File: config.mk
export PLATFORM = sky130hd
export DESIGN_NAME = pic_core
export DESIGN_NICKNAME = d
export VERILOG_FILES = /design/src/core/pic_pkg.sv /design/src/core/pic_res_if.sv /design/src/core/pic_resolver.sv /design/src/core/pic_core.sv
export VERILOG_INCLUDE_DIRS = /design/src /design/src/core
export SDC_FILE = /design/constraint.sdc
export NUM_CORES = 1
export LEC_CHECK = 0
export BUFFER_PORTS_ARGS = -buffer_cell sky130_fd_sc_hd__buf_4
export CAP_MARGIN = 0
export CORE_MARGIN = 3
export CORE_UTILIZATION = 64
export CTS_CLUSTER_SIZE = 25
export DETAILED_ROUTE_END_ITERATION = 8
export PLACE_DENSITY = 0.81
export SLEW_MARGIN = 20
export SYNTH_ARGS = -nofsm -noshare
export SYNTH_HDL_FRONTEND = slang
export SYNTH_SLANG_ARGS = --single-unit
export TNS_END_PERCENT = 10
File: constraint.sdc
create_clock -name ref_clk_i -period 5.61 [get_ports ref_clk_i]
set_input_delay 0.8415 -clock ref_clk_i [delete_from_list [all_inputs] [get_ports ref_clk_i]]
set_output_delay 0.8415 -clock ref_clk_i [all_outputs]
set_load 0.03 [all_outputs]
File: src/core/pic_params.svh
`ifndef PIC_PARAMS_SVH
`define PIC_PARAMS_SVH

// ==========================================================================
// Port select values and write decode bits
`define PIC_PORT_LOW      1'b0
`define PIC_PORT_HIGH     1'b1
`define PIC_SEL_IW1_BIT   4
`define PIC_SEL_OW3_BIT   3

// ==========================================================================
// Field positions of the init and operation words
`define PIC_IW1_LEVEL_SENSE_SELECT_BIT  3
`define PIC_IW1_ADI_BIT   2
`define PIC_IW1_SNGL_BIT  1
`define PIC_IW1_IC4_BIT   0
`define PIC_IW4_BUF_BIT   3
`define PIC_IW4_MS_BIT    2
`define PIC_IW4_AUTO_END_OF_SERVICE_BIT  1
`define PIC_IW4_UPM_BIT   0
`define PIC_OW3_POLL_BIT  2
`define PIC_OW3_RR_BIT    1
`define PIC_OW3_RIS_BIT   0
`define PIC_POLL_IRQ_BIT  7

// ==========================================================================
// Codes and reset values
`define PIC_CALL_OPCODE   8'hCD
`define PIC_EOI_NONSPEC   3'h1
`define PIC_EOI_SPEC      3'h3
`define PIC_LEVEL_SPUR    3'h7
`define PIC_SLAVE_ID_RST  8'h07
`define PIC_BYTE_RST      8'h00
`define PIC_SYNC_W        25
`define PIC_SYNC_RST      25'h001E001

`endif

File: src/core/pic_pkg.sv
`default_nettype none

package pic_pkg;

   // ==========================================================================
   // Acknowledge sequence: number of strobe pulses seen so far
   typedef enum logic [1:0] {
      PIC_ACK_IDLE  = 2'b00,
      PIC_ACK_ONE   = 2'b01,
      PIC_ACK_TWO   = 2'b10,
      PIC_ACK_THREE = 2'b11
   } pic_ack_type;

   // Init word expected next on the high port
   typedef enum logic [1:0] {
      PIC_INIT_READY = 2'b00,
      PIC_INIT_TWO   = 2'b01,
      PIC_INIT_THREE = 2'b10,
      PIC_INIT_FOUR  = 2'b11
   } pic_init_type;

   // Lowest set bit; level 0 is the highest priority
   function automatic logic [2:0] pic_lowest_bit(input logic [7:0] vec);
      logic [2:0] idx;
      idx = 3'h0;
      for (int i = 7; i >= 0; i--) begin
         if (vec[i]) begin
            idx = 3'(i);
         end
      end
      return idx;
   endfunction : pic_lowest_bit

   function automatic logic [7:0] pic_level_bit(input logic [2:0] lvl);
      return 8'h01 << lvl;
   endfunction : pic_level_bit

endpackage : pic_pkg

`default_nettype wire

File: src/core/pic_res_if.sv
`default_nettype none

interface pic_res_if;
   logic [7:0] pend;
   logic [7:0] mask;
   logic [7:0] serv;
   logic       req_any;
   logic [2:0] req_level;
   logic       serv_any;
   logic [2:0] serv_top;
   logic       irq_want;

   modport core (output pend, mask, serv,
                 input  req_any, req_level, serv_any, serv_top, irq_want);
   modport res  (input  pend, mask, serv,
                 output req_any, req_level, serv_any, serv_top, irq_want);
endinterface : pic_res_if

`default_nettype wire

File: src/core/pic_resolver.sv
`default_nettype none

module pic_resolver (
   // Resolver view
   pic_res_if.res res
);

   logic [7:0] live;

   // ==========================================================================
   // Fully nested priority: a request must beat the highest level in service
   always_comb begin
      live          = res.pend & ~res.mask;
      res.req_any   = |live;
      res.req_level = pic_pkg::pic_lowest_bit(live);
      res.serv_any  = |res.serv;
      res.serv_top  = pic_pkg::pic_lowest_bit(res.serv);
      res.irq_want  = res.req_any && (!res.serv_any || (res.req_level < res.serv_top));
   end

endmodule : pic_resolver

`default_nettype wire

File: src/core/pic_core.sv
//
// Contract
// Read with select low drives request/service/poll on port 0, mask on port 1.
// Port 0 writes decode by bits 4 and 3; port 1 writes mask or init words.
// Data bus floats when deselected without acknowledge, or read and write both high.
// Host never drives read and write low together; that case is ignored.
// Eight levels here; cascading identical controllers reaches sixty-four levels.
// Rising request lines set pending bits; service bits hold levels being handled.
// Raise the CPU interrupt line when a qualifying unmasked request is pending.
// Resolver picks highest pending level; acknowledge sets its service bit.
// First acknowledge sets winning service bit and clears its pending bit.
// CPU answers the interrupt line with an acknowledge pulse.
// Three-pulse mode drives the call opcode during the first pulse.
// Three-pulse mode: CPU sends two more pulses for the routine address.
// Second pulse gives low address byte, third pulse the high byte.
// Three-pulse mode with auto end clears service bit after third pulse.
// Without auto end the service bit stays until an end command.
// Two-pulse mode keeps the data bus floating during the first pulse.
// Two-pulse mode drives an eight-bit vector during the second pulse.
// Two-pulse mode with auto end clears service bit after second pulse.
// A request gone before the first pulse answers as level seven.
// Master drives the slave identity on chain lines; slave reads them.
// Selected slave drives its routine bytes on the following pulses.
// Vector holds five type bits above the three-bit level number.
// Low address byte inserts level times four or times eight.
// Level mode latches on high inputs; edge mode needs a rising edge.
// Asynchronous inputs pass two flip-flops; strobe edges are detected.
`default_nettype none
`include "pic_params.svh"

module pic_core (
   // Clock and reset
   input  wire logic       ref_clk_i,
   input  wire logic       srst_i,
   // Host bus
   input  wire logic       cs_n_i,
   input  wire logic       rd_n_i,
   input  wire logic       wr_n_i,
   input  wire logic       port_select_i,
   input  wire logic [7:0] data_i,
   output logic      [7:0] data_o,
   output logic            data_oe_n_o,
   // Requests and acknowledge
   input  wire logic [7:0] request_lines_i,
   input  wire logic       acknowledge_strobe_n_i,
   output logic            cpu_irq_o,
   // Cascade
   input  wire logic [2:0] chain_id_lines_i,
   output logic      [2:0] chain_id_lines_o,
   output logic            chain_id_lines_oe_n_o,
   input  wire logic       slave_program_n_i
);

   // ==========================================================================
   // Input synchronisers
   logic [`PIC_SYNC_W-1:0] sync1_q;
   logic [`PIC_SYNC_W-1:0] sync2_q;
   logic [7:0]             req_s;
   logic                   cs_n_s;
   logic                   rd_n_s;
   logic                   wr_n_s;
   logic                   ack_n_s;
   logic                   a0_s;
   logic [7:0]             data_s;
   logic [2:0]             chain_s;
   logic                   sp_n_s;

   always_ff @(posedge ref_clk_i) begin
      if (srst_i) begin
         sync1_q <= `PIC_SYNC_RST;
         sync2_q <= `PIC_SYNC_RST;
      end else begin
         sync1_q <= {request_lines_i, cs_n_i, rd_n_i, wr_n_i, acknowledge_strobe_n_i,
                     port_select_i, data_i, chain_id_lines_i, slave_program_n_i};
         sync2_q <= sync1_q;
      end
   end

   assign {req_s, cs_n_s, rd_n_s, wr_n_s, ack_n_s, a0_s, data_s, chain_s, sp_n_s} = sync2_q;

   // ==========================================================================
   // Control state
   pic_res_if res_if ();

   pic_resolver u_resolver (
      .res (res_if.res)
   );

   logic [7:0]           req_prev_q, req_prev_d;
   logic                 rd_prev_q, rd_prev_d;
   logic                 wr_prev_q, wr_prev_d;
   logic                 ack_prev_q, ack_prev_d;
   logic [7:0]           irr_q, irr_d;
   logic [7:0]           isr_q, isr_d;
   logic [7:0]           imr_q, imr_d;
   logic [7:0]           iw1_q, iw1_d;
   logic [7:0]           iw2_q, iw2_d;
   logic [7:0]           iw3_q, iw3_d;
   logic [7:0]           iw4_q, iw4_d;
   logic                 ris_q, ris_d;
   logic                 poll_q, poll_d;
   logic [7:0]           wdat_q, wdat_d;
   logic                 wa0_q, wa0_d;
   logic                 wsel_q, wsel_d;
   logic [2:0]           level_q, level_d;
   logic                 real_q, real_d;
   pic_pkg::pic_ack_type  ack_q, ack_d;
   pic_pkg::pic_init_type init_q, init_d;

   logic [7:0] rise;
   logic [7:0] isr_set;
   logic [7:0] isr_clr;
   logic [7:0] irr_clr;
   logic       ack_fall;
   logic       ack_rise;
   logic       wr_stb;
   logic       rd_end;
   logic       iw1_stb;
   logic       level_sense_select;
   logic       upm;
   logic       auto_end_of_service;
   logic       single;
   logic       master;
   logic       own_bytes;
   logic       last_pulse;

   assign res_if.pend = irr_q;
   assign res_if.mask = imr_q;
   assign res_if.serv = isr_q;

   assign level_sense_select     = iw1_q[`PIC_IW1_LEVEL_SENSE_SELECT_BIT];
   assign single   = iw1_q[`PIC_IW1_SNGL_BIT];
   assign upm      = iw4_q[`PIC_IW4_UPM_BIT];
   assign auto_end_of_service     = iw4_q[`PIC_IW4_AUTO_END_OF_SERVICE_BIT];
   // Buffered mode takes the role from the init word, otherwise from the strap pin
   assign master   = iw4_q[`PIC_IW4_BUF_BIT] ? iw4_q[`PIC_IW4_MS_BIT] : sp_n_s;
   assign ack_fall = ack_prev_q && !ack_n_s;
   assign ack_rise = !ack_prev_q && ack_n_s;
   // Writes take effect at the trailing edge, when the data has settled
   assign wr_stb   = !wr_prev_q && wr_n_s && wsel_q;
   assign rd_end   = !rd_prev_q && rd_n_s && !cs_n_s;
   assign iw1_stb  = wr_stb && (wa0_q == `PIC_PORT_LOW) && wdat_q[`PIC_SEL_IW1_BIT];
   assign rise     = req_s & ~req_prev_q;
   assign last_pulse = (upm && (ack_q == pic_pkg::PIC_ACK_TWO)) ||
                       (ack_q == pic_pkg::PIC_ACK_THREE);
   // Master yields the address bytes to a slave hanging on the serviced level
   assign own_bytes = single ? 1'b1 :
                      (master ? !iw3_q[level_q] : (chain_s == iw3_q[2:0]));

   always_comb begin
      req_prev_d = req_s;
      rd_prev_d  = rd_n_s;
      wr_prev_d  = wr_n_s;
      ack_prev_d = ack_n_s;
      imr_d      = imr_q;
      iw1_d      = iw1_q;
      iw2_d      = iw2_q;
      iw3_d      = iw3_q;
      iw4_d      = iw4_q;
      ris_d      = ris_q;
      poll_d     = poll_q;
      level_d    = level_q;
      real_d     = real_q;
      ack_d      = ack_q;
      init_d     = init_q;
      wdat_d     = wdat_q;
      wa0_d      = wa0_q;
      wsel_d     = wsel_q;
      isr_set    = `PIC_BYTE_RST;
      isr_clr    = `PIC_BYTE_RST;
      irr_clr    = `PIC_BYTE_RST;

      // Capture write data while the strobe is low; both strobes low is ignored
      if (!wr_n_s) begin
         wdat_d = data_s;
         wa0_d  = a0_s;
         wsel_d = !cs_n_s && rd_n_s;
      end

      // Acknowledge sequence
      if (ack_fall) begin
         case (ack_q)
            pic_pkg::PIC_ACK_IDLE: begin
               ack_d   = pic_pkg::PIC_ACK_ONE;
               level_d = res_if.req_any ? res_if.req_level : `PIC_LEVEL_SPUR;
               real_d  = res_if.req_any;
               if (res_if.req_any) begin
                  isr_set = pic_pkg::pic_level_bit(res_if.req_level);
                  irr_clr = pic_pkg::pic_level_bit(res_if.req_level);
               end
            end
            pic_pkg::PIC_ACK_ONE:   ack_d = pic_pkg::PIC_ACK_TWO;
            pic_pkg::PIC_ACK_TWO:   ack_d = pic_pkg::PIC_ACK_THREE;
            default:                ack_d = ack_q;
         endcase
      end else if (ack_rise && last_pulse) begin
         ack_d = pic_pkg::PIC_ACK_IDLE;
         if (auto_end_of_service && real_q) begin
            isr_clr = pic_pkg::pic_level_bit(level_q);
         end
      end

      // Poll read acts as an acknowledge of the winning level
      if (rd_end && poll_q && (a0_s == `PIC_PORT_LOW)) begin
         poll_d = 1'b0;
         if (res_if.req_any) begin
            isr_set = isr_set | pic_pkg::pic_level_bit(res_if.req_level);
            irr_clr = irr_clr | pic_pkg::pic_level_bit(res_if.req_level);
         end
      end

      // Register writes
      if (iw1_stb) begin
         iw1_d  = wdat_q;
         imr_d  = `PIC_BYTE_RST;
         ris_d  = 1'b0;
         poll_d = 1'b0;
         iw3_d  = `PIC_SLAVE_ID_RST;
         init_d = pic_pkg::PIC_INIT_TWO;
         if (!wdat_q[`PIC_IW1_IC4_BIT]) begin
            iw4_d = `PIC_BYTE_RST;
         end
      end else if (wr_stb && (wa0_q == `PIC_PORT_LOW)) begin
         if (wdat_q[`PIC_SEL_OW3_BIT]) begin
            if (wdat_q[`PIC_OW3_RR_BIT]) begin
               ris_d = wdat_q[`PIC_OW3_RIS_BIT];
            end
            poll_d = wdat_q[`PIC_OW3_POLL_BIT];
         end else if (wdat_q[7:5] == `PIC_EOI_NONSPEC) begin
            if (res_if.serv_any) begin
               isr_clr = isr_clr | pic_pkg::pic_level_bit(res_if.serv_top);
            end
         end else if (wdat_q[7:5] == `PIC_EOI_SPEC) begin
            isr_clr = isr_clr | pic_pkg::pic_level_bit(wdat_q[2:0]);
         end
      end else if (wr_stb) begin
         case (init_q)
            pic_pkg::PIC_INIT_TWO: begin
               iw2_d = wdat_q;
               if (!iw1_q[`PIC_IW1_SNGL_BIT]) begin
                  init_d = pic_pkg::PIC_INIT_THREE;
               end else if (iw1_q[`PIC_IW1_IC4_BIT]) begin
                  init_d = pic_pkg::PIC_INIT_FOUR;
               end else begin
                  init_d = pic_pkg::PIC_INIT_READY;
               end
            end
            pic_pkg::PIC_INIT_THREE: begin
               iw3_d  = wdat_q;
               init_d = iw1_q[`PIC_IW1_IC4_BIT] ? pic_pkg::PIC_INIT_FOUR
                                                : pic_pkg::PIC_INIT_READY;
            end
            pic_pkg::PIC_INIT_FOUR: begin
               iw4_d  = wdat_q;
               init_d = pic_pkg::PIC_INIT_READY;
            end
            default: imr_d = wdat_q;
         endcase
      end

      // Pending requests: a new edge wins over a clear in the same cycle
      if (iw1_stb) begin
         irr_d = `PIC_BYTE_RST;
      end else if (level_sense_select) begin
         irr_d = req_s;
      end else begin
         irr_d = ((irr_q & ~irr_clr) | rise) & req_s;
      end
      isr_d = (isr_q & ~isr_clr) | isr_set;
   end

   always_ff @(posedge ref_clk_i) begin
      if (srst_i) begin
         req_prev_q <= `PIC_BYTE_RST;
         rd_prev_q  <= 1'b1;
         wr_prev_q  <= 1'b1;
         ack_prev_q <= 1'b1;
         irr_q      <= `PIC_BYTE_RST;
         isr_q      <= `PIC_BYTE_RST;
         imr_q      <= `PIC_BYTE_RST;
         iw1_q      <= `PIC_BYTE_RST;
         iw2_q      <= `PIC_BYTE_RST;
         iw3_q      <= `PIC_SLAVE_ID_RST;
         iw4_q      <= `PIC_BYTE_RST;
         ris_q      <= 1'b0;
         poll_q     <= 1'b0;
         wdat_q     <= `PIC_BYTE_RST;
         wa0_q      <= `PIC_PORT_LOW;
         wsel_q     <= 1'b0;
         level_q    <= `PIC_LEVEL_SPUR;
         real_q     <= 1'b0;
         ack_q      <= pic_pkg::PIC_ACK_IDLE;
         init_q     <= pic_pkg::PIC_INIT_READY;
      end else begin
         req_prev_q <= req_prev_d;
         rd_prev_q  <= rd_prev_d;
         wr_prev_q  <= wr_prev_d;
         ack_prev_q <= ack_prev_d;
         irr_q      <= irr_d;
         isr_q      <= isr_d;
         imr_q      <= imr_d;
         iw1_q      <= iw1_d;
         iw2_q      <= iw2_d;
         iw3_q      <= iw3_d;
         iw4_q      <= iw4_d;
         ris_q      <= ris_d;
         poll_q     <= poll_d;
         wdat_q     <= wdat_d;
         wa0_q      <= wa0_d;
         wsel_q     <= wsel_d;
         level_q    <= level_d;
         real_q     <= real_d;
         ack_q      <= ack_d;
         init_q     <= init_d;
      end
   end

   // ==========================================================================
   // Pin outputs
   logic [7:0] data_q, data_d;
   logic       data_oe_n_q, data_oe_n_d;
   logic       irq_q, irq_d;
   logic [2:0] chain_q, chain_d;
   logic       chain_oe_n_q, chain_oe_n_d;
   logic [7:0] low_addr;
   logic [7:0] vector;

   always_comb begin
      // Interval 4 keeps three programmed bits, interval 8 keeps two
      low_addr = iw1_q[`PIC_IW1_ADI_BIT] ? {iw1_q[7:5], level_q, 2'b00}
                                         : {iw1_q[7:6], level_q, 3'b000};
      vector   = {iw2_q[7:3], level_q};
      data_d      = `PIC_BYTE_RST;
      data_oe_n_d = 1'b1;
      irq_d       = res_if.irq_want;
      chain_d     = level_q;
      chain_oe_n_d = !(master && !single);
      if (!ack_n_s && (ack_q != pic_pkg::PIC_ACK_IDLE)) begin
         case (ack_q)
            pic_pkg::PIC_ACK_ONE: begin
               if (!upm && (master || single)) begin
                  data_d      = `PIC_CALL_OPCODE;
                  data_oe_n_d = 1'b0;
               end
            end
            pic_pkg::PIC_ACK_TWO: begin
               if (own_bytes) begin
                  data_d      = upm ? vector : low_addr;
                  data_oe_n_d = 1'b0;
               end
            end
            default: begin
               if (own_bytes) begin
                  data_d      = iw2_q;
                  data_oe_n_d = 1'b0;
               end
            end
         endcase
      end else if (!cs_n_s && !rd_n_s && wr_n_s) begin
         data_oe_n_d = 1'b0;
         if (a0_s == `PIC_PORT_HIGH) begin
            data_d = imr_q;
         end else if (poll_q) begin
            data_d = {res_if.irq_want, 4'h0, res_if.req_level};
         end else begin
            data_d = ris_q ? isr_q : irr_q;
         end
      end
   end

   always_ff @(posedge ref_clk_i) begin
      if (srst_i) begin
         data_q       <= `PIC_BYTE_RST;
         data_oe_n_q  <= 1'b1;
         irq_q        <= 1'b0;
         chain_q      <= `PIC_LEVEL_SPUR;
         chain_oe_n_q <= 1'b1;
      end else begin
         data_q       <= data_d;
         data_oe_n_q  <= data_oe_n_d;
         irq_q        <= irq_d;
         chain_q      <= chain_d;
         chain_oe_n_q <= chain_oe_n_d;
      end
   end

   assign data_o                = data_q;
   assign data_oe_n_o           = data_oe_n_q;
   assign cpu_irq_o             = irq_q;
   assign chain_id_lines_o      = chain_q;
   assign chain_id_lines_oe_n_o = chain_oe_n_q;

   // ==========================================================================
   // Checks
   AST_READ_MASK: assert property (@(posedge ref_clk_i) disable iff (srst_i)
      (ack_n_s && !cs_n_s && !rd_n_s && wr_n_s && a0_s) |=>
      (!data_oe_n_o && (data_o == $past(imr_q))))
      else $error("mask read not driven");
   AST_FLOAT_IDLE: assert property (@(posedge ref_clk_i) disable iff (srst_i)
      (cs_n_s && ack_n_s) |=> data_oe_n_o)
      else $error("bus driven while idle");
   AST_CALL_BYTE: assert property (@(posedge ref_clk_i) disable iff (srst_i)
      ((ack_q == pic_pkg::PIC_ACK_ONE) && !ack_n_s && !upm && single) |=>
      (!data_oe_n_o && (data_o == `PIC_CALL_OPCODE)))
      else $error("call opcode missing");
   AST_FIRST_FLOAT: assert property (@(posedge ref_clk_i) disable iff (srst_i)
      ((ack_q == pic_pkg::PIC_ACK_ONE) && !ack_n_s && upm) |=> data_oe_n_o)
      else $error("bus driven on first pulse");
   AST_ISR_SET: assert property (@(posedge ref_clk_i) disable iff (srst_i)
      (ack_fall && (ack_q == pic_pkg::PIC_ACK_IDLE) && res_if.req_any) |=>
      (isr_q[level_q] && (ack_q == pic_pkg::PIC_ACK_ONE)))
      else $error("service bit not set");
   AST_SPURIOUS: assert property (@(posedge ref_clk_i) disable iff (srst_i)
      (ack_fall && (ack_q == pic_pkg::PIC_ACK_IDLE) && !res_if.req_any) |=>
      ((level_q == `PIC_LEVEL_SPUR) && !real_q))
      else $error("spurious level wrong");
   AST_AUTO_END: assert property (@(posedge ref_clk_i) disable iff (srst_i)
      (ack_rise && last_pulse && auto_end_of_service && real_q && !ack_fall) |=>
      (!isr_q[$past(level_q)] && (ack_q == pic_pkg::PIC_ACK_IDLE)))
      else $error("auto end missed");
   AST_VECTOR: assert property (@(posedge ref_clk_i) disable iff (srst_i)
      ((ack_q == pic_pkg::PIC_ACK_TWO) && !ack_n_s && upm && single) |=>
      (!data_oe_n_o && (data_o == {$past(iw2_q[7:3]), $past(level_q)})))
      else $error("vector byte wrong");
   AST_EDGE_SET: assert property (@(posedge ref_clk_i) disable iff (srst_i)
      (!level_sense_select && rise[0] && !iw1_stb) |=> irr_q[0])
      else $error("edge request lost");
   AST_IRQ_CAUSE: assert property (@(posedge ref_clk_i) disable iff (srst_i)
      $rose(cpu_irq_o) |-> $past(res_if.req_any, 1))
      else $error("interrupt without request");

endmodule : pic_core

`default_nettype wire

Yosys cells after proc, flatten, opt, wreduce, memory -nomap -nowiden. Index checks and enable logic that the tools add are counted.

Memories kept: 0. Memory bits (read-only): 0. Register bits after elaboration: 147. Bits in writable memories: 0. Bits in latches: 0. Word-level logic and storage cells: 189.

Order comparisons: 2. Multipliers: 0. Eq/ne operators: 12. Mux-type cells: 70. Reduce and logical (&&, ||, !) cells: 54. Bitwise logic cells: 19. Shifts and indexed selects: 4. Div/mod/pow operators: 0. Add/sub/neg operators: 0.

Operators with widths (number): $mux 8 (24); $mux 3 (17); $and 8x8->8 (5); $or 8x8->8 (5); $not 8->8 (4); $shl 1x3->8 const A (4); $logic_and 1x1->1 (20); $mux 4 (5); $pmux 8 s2 (1); $reduce_or 8->1 (2); $mux 1 (15); $reduce_and 3->1 (5); $pmux 2 s3 (2); $logic_not 1->1 (11); $eq 2x2->1 const B (4); $mux 2 (4); $reduce_and 4->1 (2); $reduce_bool 2->1 (4); $mux 6 (1); $not 1->1 (5); $eq 2x1->1 const B (2); $lt 3x4->1 const B (1); $ne 2x2->1 const B (2); $ne 4x1->1 const B (1); 12 further kinds (15).

Longest topological paths before layout.
Depth after elaboration: 22. Depth in mapped cells: 9. Gate-level depth less buffers: 9.

Cells and area by module. Synthesis repeated with hierarchy kept, for this count alone.

Cells, all modules: 650. Area total of the unflattened synthesis: 6040.8 µm².

Modules (own cells, without submodules): pic_core (area an instance 5735.5 µm², cells an instance 603, times used 1); pic_resolver (area an instance 305.3 µm², cells an instance 47, times used 1).

Least setup slack after synthesis. OpenSTA, ideal clock, no wires.

Kind: input to register. Start point: in srst_i. End point: reg data_q[0] (netlist: data_o[0]). Data arrival time: 2.091 ns. Data required time: 5.528 ns. Path slack: 3.436 ns. Buffers on the path: 1. Stages on the path: 5. Path through: or2_4 -> or4_4 -> buf_6 -> a2111o_1 -> o221ai_1.

RTL lines: start: declaration (RTL line pic_core.sv:34) `input wire logic srst_i,`; end signal: assignment (RTL line pic_core.sv:373) `` data_q <= `PIC_BYTE_RST; ``; end signal: assignment (RTL line pic_core.sv:379) `data_q <= data_d;`; end: declaration (RTL line pic_core.sv:320) `logic [7:0] data_q, data_d;`.

Final worst setup path.
Start point: reg sync2_q[14]. End point: reg iw3_q[0].

Word-level cells in the longest chain between the ends: 5. Elaborated cells on any way between the ends: 7.

Ends and longest elaborated chain: start: declaration (RTL line pic_core.sv:57) `` logic [`PIC_SYNC_W-1:0] sync2_q; ``; start signal: assignment (RTL line pic_core.sv:71) `` sync2_q <= `PIC_SYNC_RST; ``; start signal: assignment (RTL line pic_core.sv:75) `sync2_q <= sync1_q;`; $logic_and 1x1->1 * (2 in a row) (RTL line pic_core.sv:140) `assign wr_stb = !wr_prev_q && wr_n_s && wsel_q;`; $logic_and 1x1->1 (RTL line pic_core.sv:142, pic_core.sv:223); $not 1->1 (no source line) or $logic_and 1x1->1 (tied branches); $reduce_and 3->1 (no source line) or $reduce_or 2->1 (tied branches); end signal: assignment (RTL line pic_core.sv:283) `` iw3_q <= `PIC_SLAVE_ID_RST; ``; end signal: assignment (RTL line pic_core.sv:304) `iw3_q <= iw3_d;`; end: declaration (RTL line pic_core.sv:98) `logic [7:0] iw3_q, iw3_d;`.

Every way passes the cells marked *; elsewhere a longest branch is shown, timed or not. A chain may end at the register's enable or synchronous reset.

==> flow_metrics.py <==
metrics = {
    "sta": {
        "worstMarginPinSlew_ns": 1.04,
        "fin_tns_setup_ns": 0,
        "layout_setup_ws_ns": 3.01,
        "skew_ns": 0.0211,
        "setup_violations": 0,
        "post-route-period-util": 0.463,
        "drv_slew": 0,
        "hold_viol": 0,
        "fmax_mhz": 385,
        "grt_setup_unrepaired": "false",
        "relSlewSlack": 0.306,
        "period_minus_slack_ns": 2.60,
    },
    "synthesis": {
        "synth_edf_count": 0,
        "synthCells": 619,
        "ys_seq_area_frac": 0.493,
        "netlist_area_um2": 5930,
        "synthArstFlopShare": 0,
        "synth_warnings": 0,
        "synth-seq-cells": 146,
        "synth_cell_type_count": 68,
        "synthFlopType": "dfxtp_1",
        "synth_nets": 652,
        "syn_avg_cell_area_um2": 9.58,
    },
    "die": {
        "start_util": 0.670,
        "fp.dieH_um": 102,
        "rows": 34,
        "core_area_um2": 8850,
        "dieWidth_um": 102,
        "die_area_um2": 10500,
        "io_pins": 41,
    },
    "clocking": {
        "root_buffer": "clkbuf_8",
        "cts_hold_buf": 0,
        "cts_tree": "yes",
        "clk_path_buf_depth": 2,
        "path_clk_slew_ns": 0.07,
        "cts_sinks": 146,
        "clk_latency_ns": 0.53,
        "ctsResizeCount": 0,
        "htree_levels": 4,
        "cts_made_buffers": 17,
        "cts_setup_buffers": 0,
    },
    "worst_setup_path": {
        "crit_start": "sync2_q[14]",
        "rr_startpoint": "sync2_q[14]",
        "path_class": "reg2reg",
        "crit_fanout": 17,
        "arrival_ns": 2.98,
        "critPathRequiredTime_ns": 5.99,
        "cp-start-kind": "register",
        "end_kind": "register",
    },
    "placement": {
        "io_buffers": 40,
        "dpl.cell_count": 731,
        "placedInstanceArea_um2": 6200,
        "place.gp.congestion": 0.930,
        "post-place-ws_ns": 2.88,
        "dpl.hpwl_um": 9240,
    },
    "global_routing": {
        "antenna_found_initial": 0,
        "grt_pass1_wl_um": 22800,
        "grt_pass1_vias": 4572,
        "gr-total-overflow": 0,
        "grt_max_degree": 112,
        "grt_usage": 0.285,
    },
    "route": {
        "routed_via_density": 6.05,
        "drc": 0,
        "routed_wl_um": 14200,
        "drt-wirelength-per-cell_um": 18.6,
        "ant_nets": 0,
        "first_pass_iters": 5,
        "drt_iter0_drc": 371,
        "vias": 4614,
    },
    "layout": {
        "largest_registers": "sync1_q: 25 flops, sync2_q: 25 flops",
        "antennaDiodeCount": 0,
        "fill_cells": 601,
        "layout-drive-gt1-share": 0.165,
        "syn_to_final_growth_pct": 14.5,
        "num-nets-final": 675,
        "stdcell_count": 763,
        "final_area_um2": 6790,
    },
    "run_status": {
        "status": "complete, no violations",
    },
    "pwr": {
        "power.leakage_nw": 2.60,
        "power_density_nw_per_um2": 338,
        "power.total_mw": 2.29,
        "ir_drop_uv": 263,
    },
    "min_path": {
        "min_from": "sync1_q[16]",
        "min_path_type": "reg2reg",
    },
    "run": {
        "drv_cap": 0,
    },
}
path summary, 6_finish.rpt:
kind,to,slack [ns],cells after the start
max,iw3_q[0],3.01,4
min,sync2_q[16],0.41,1
max reg2reg,iw3_q[0],3.01,4
min reg2reg,sync2_q[16],0.41,1
cell usage after synthesis (4+ instances only):
| master | n | area share |
|---|---|---|
| dfxtp_1 | 146 | 0.49 |
| nor2_1 | 63 | 0.040 |
| nor2b_1 | 63 | 0.066 |
| mux2i_1 | 44 | 0.074 |
| nand2_1 | 39 | 0.025 |
| a21oi_1 | 23 | 0.019 |
| clkbuf_1 | 23 | 0.015 |
| o21ai_0 | 20 | 0.017 |
| or2_2 | 18 | 0.019 |
| nand2b_1 | 16 | 0.017 |
| inv_1 | 10 | 0.0063 |
| a31oi_1 | 9 | 0.0095 |
| nor3_1 | 9 | 0.0076 |
| buf_2 | 7 | 0.0059 |
| mux2_2 | 7 | 0.013 |
| nand3_1 | 7 | 0.0059 |
| o22ai_1 | 7 | 0.0074 |
| ha_1 | 6 | 0.013 |
| o31ai_1 | 6 | 0.0076 |
| a211oi_1 | 5 | 0.0063 |
| a22o_1 | 5 | 0.0074 |
| a22oi_1 | 5 | 0.0063 |
| nand3b_1 | 5 | 0.0063 |
| o221ai_1 | 5 | 0.0074 |
| nor3b_1 | 4 | 0.0051 |
| o211ai_1 | 4 | 0.0051 |
cell families (layout without fill, tap and decap cells):
group                    Yosys count  in the layout  share of synthesized area
XOR/XNOR                           3              3                    0.00443
multiplexers                      53             53                     0.0952
AND/OR/NAND/NOR                  243            243                      0.219
AO/OA/AOI/OAI                    121            121                      0.140
flip-flops                       146            146                      0.493
adder cells (fa/ha/maj)            6              6                     0.0127
buffers and inverters             47             83                     0.0357
power by group:
| part | total, mW | internal, mW | switching (mW) |
|---|---|---|---|
| clock network | 1.11 | 0.625 | 0.482 |
| registers | 1.08 | 1.06 | 0.0201 |
| logic | 0.103 | 0.0471 | 0.0563 |
| total | 2.29 | 1.73 | 0.558 |
metal layers:
metal  track usage  wire, µm  share of wire
met4         0.106       302          0.021
met5             0         0              0
met2         0.472      6880           0.48
met1         0.359      6010           0.42
met3        0.0751       997          0.070
cells in the final DEF, fill, tap and decap left out, types with 6 or more instances in the layout:
cell type	count
inv_1	10
nor2_1	63
a31oi_1	9
nand2b_1	16
o31ai_1	6
o22ai_1	7
clkbuf_16	16
buf_4	41
mux2i_1	44
nand2_1	39
nor3_1	9
nor2b_1	63
mux2_2	7
nand3_1	7
a21oi_1	23
or2_2	18
o21ai_0	20
ha_1	6
dfxtp_1	146
stage by stage:
| stage | utilization | hold slack [ns] |
|---|---|---|
| 2_1_floorplan | - | 0.389 |
| 3_3_place_gp | 0.701 | 0.395 |
| 3_5_place_dp | 0.701 | 0.395 |
| 4_1_cts | 0.767 | 0.414 |
| 5_1_grt | 0.767 | 0.430 |
| 6_report | 0.767 | 0.412 |
layout make-up:
cell class | count | area [µm²] | area share
well taps | 108 | 135 | 0.0199
multi-input cells | 426 | 2800 | 0.412
inverters | 10 | 37.5 | 0.00553
repair buffers | 41 | 308 | 0.0454
clock inverters | 14 | 160 | 0.0236
flip-flops and latches | 146 | 2920 | 0.431
clock buffers | 18 | 428 | 0.0631
worst max-delay path, cell delays in order (launching register included):
cell and delay [ns]:
dfxtp_1 0.82, nand4b_1 0.37, nor2b_1 0.81, mux2i_1 0.35, nand2_1 0.09
(Power assumes the default switching activity.)
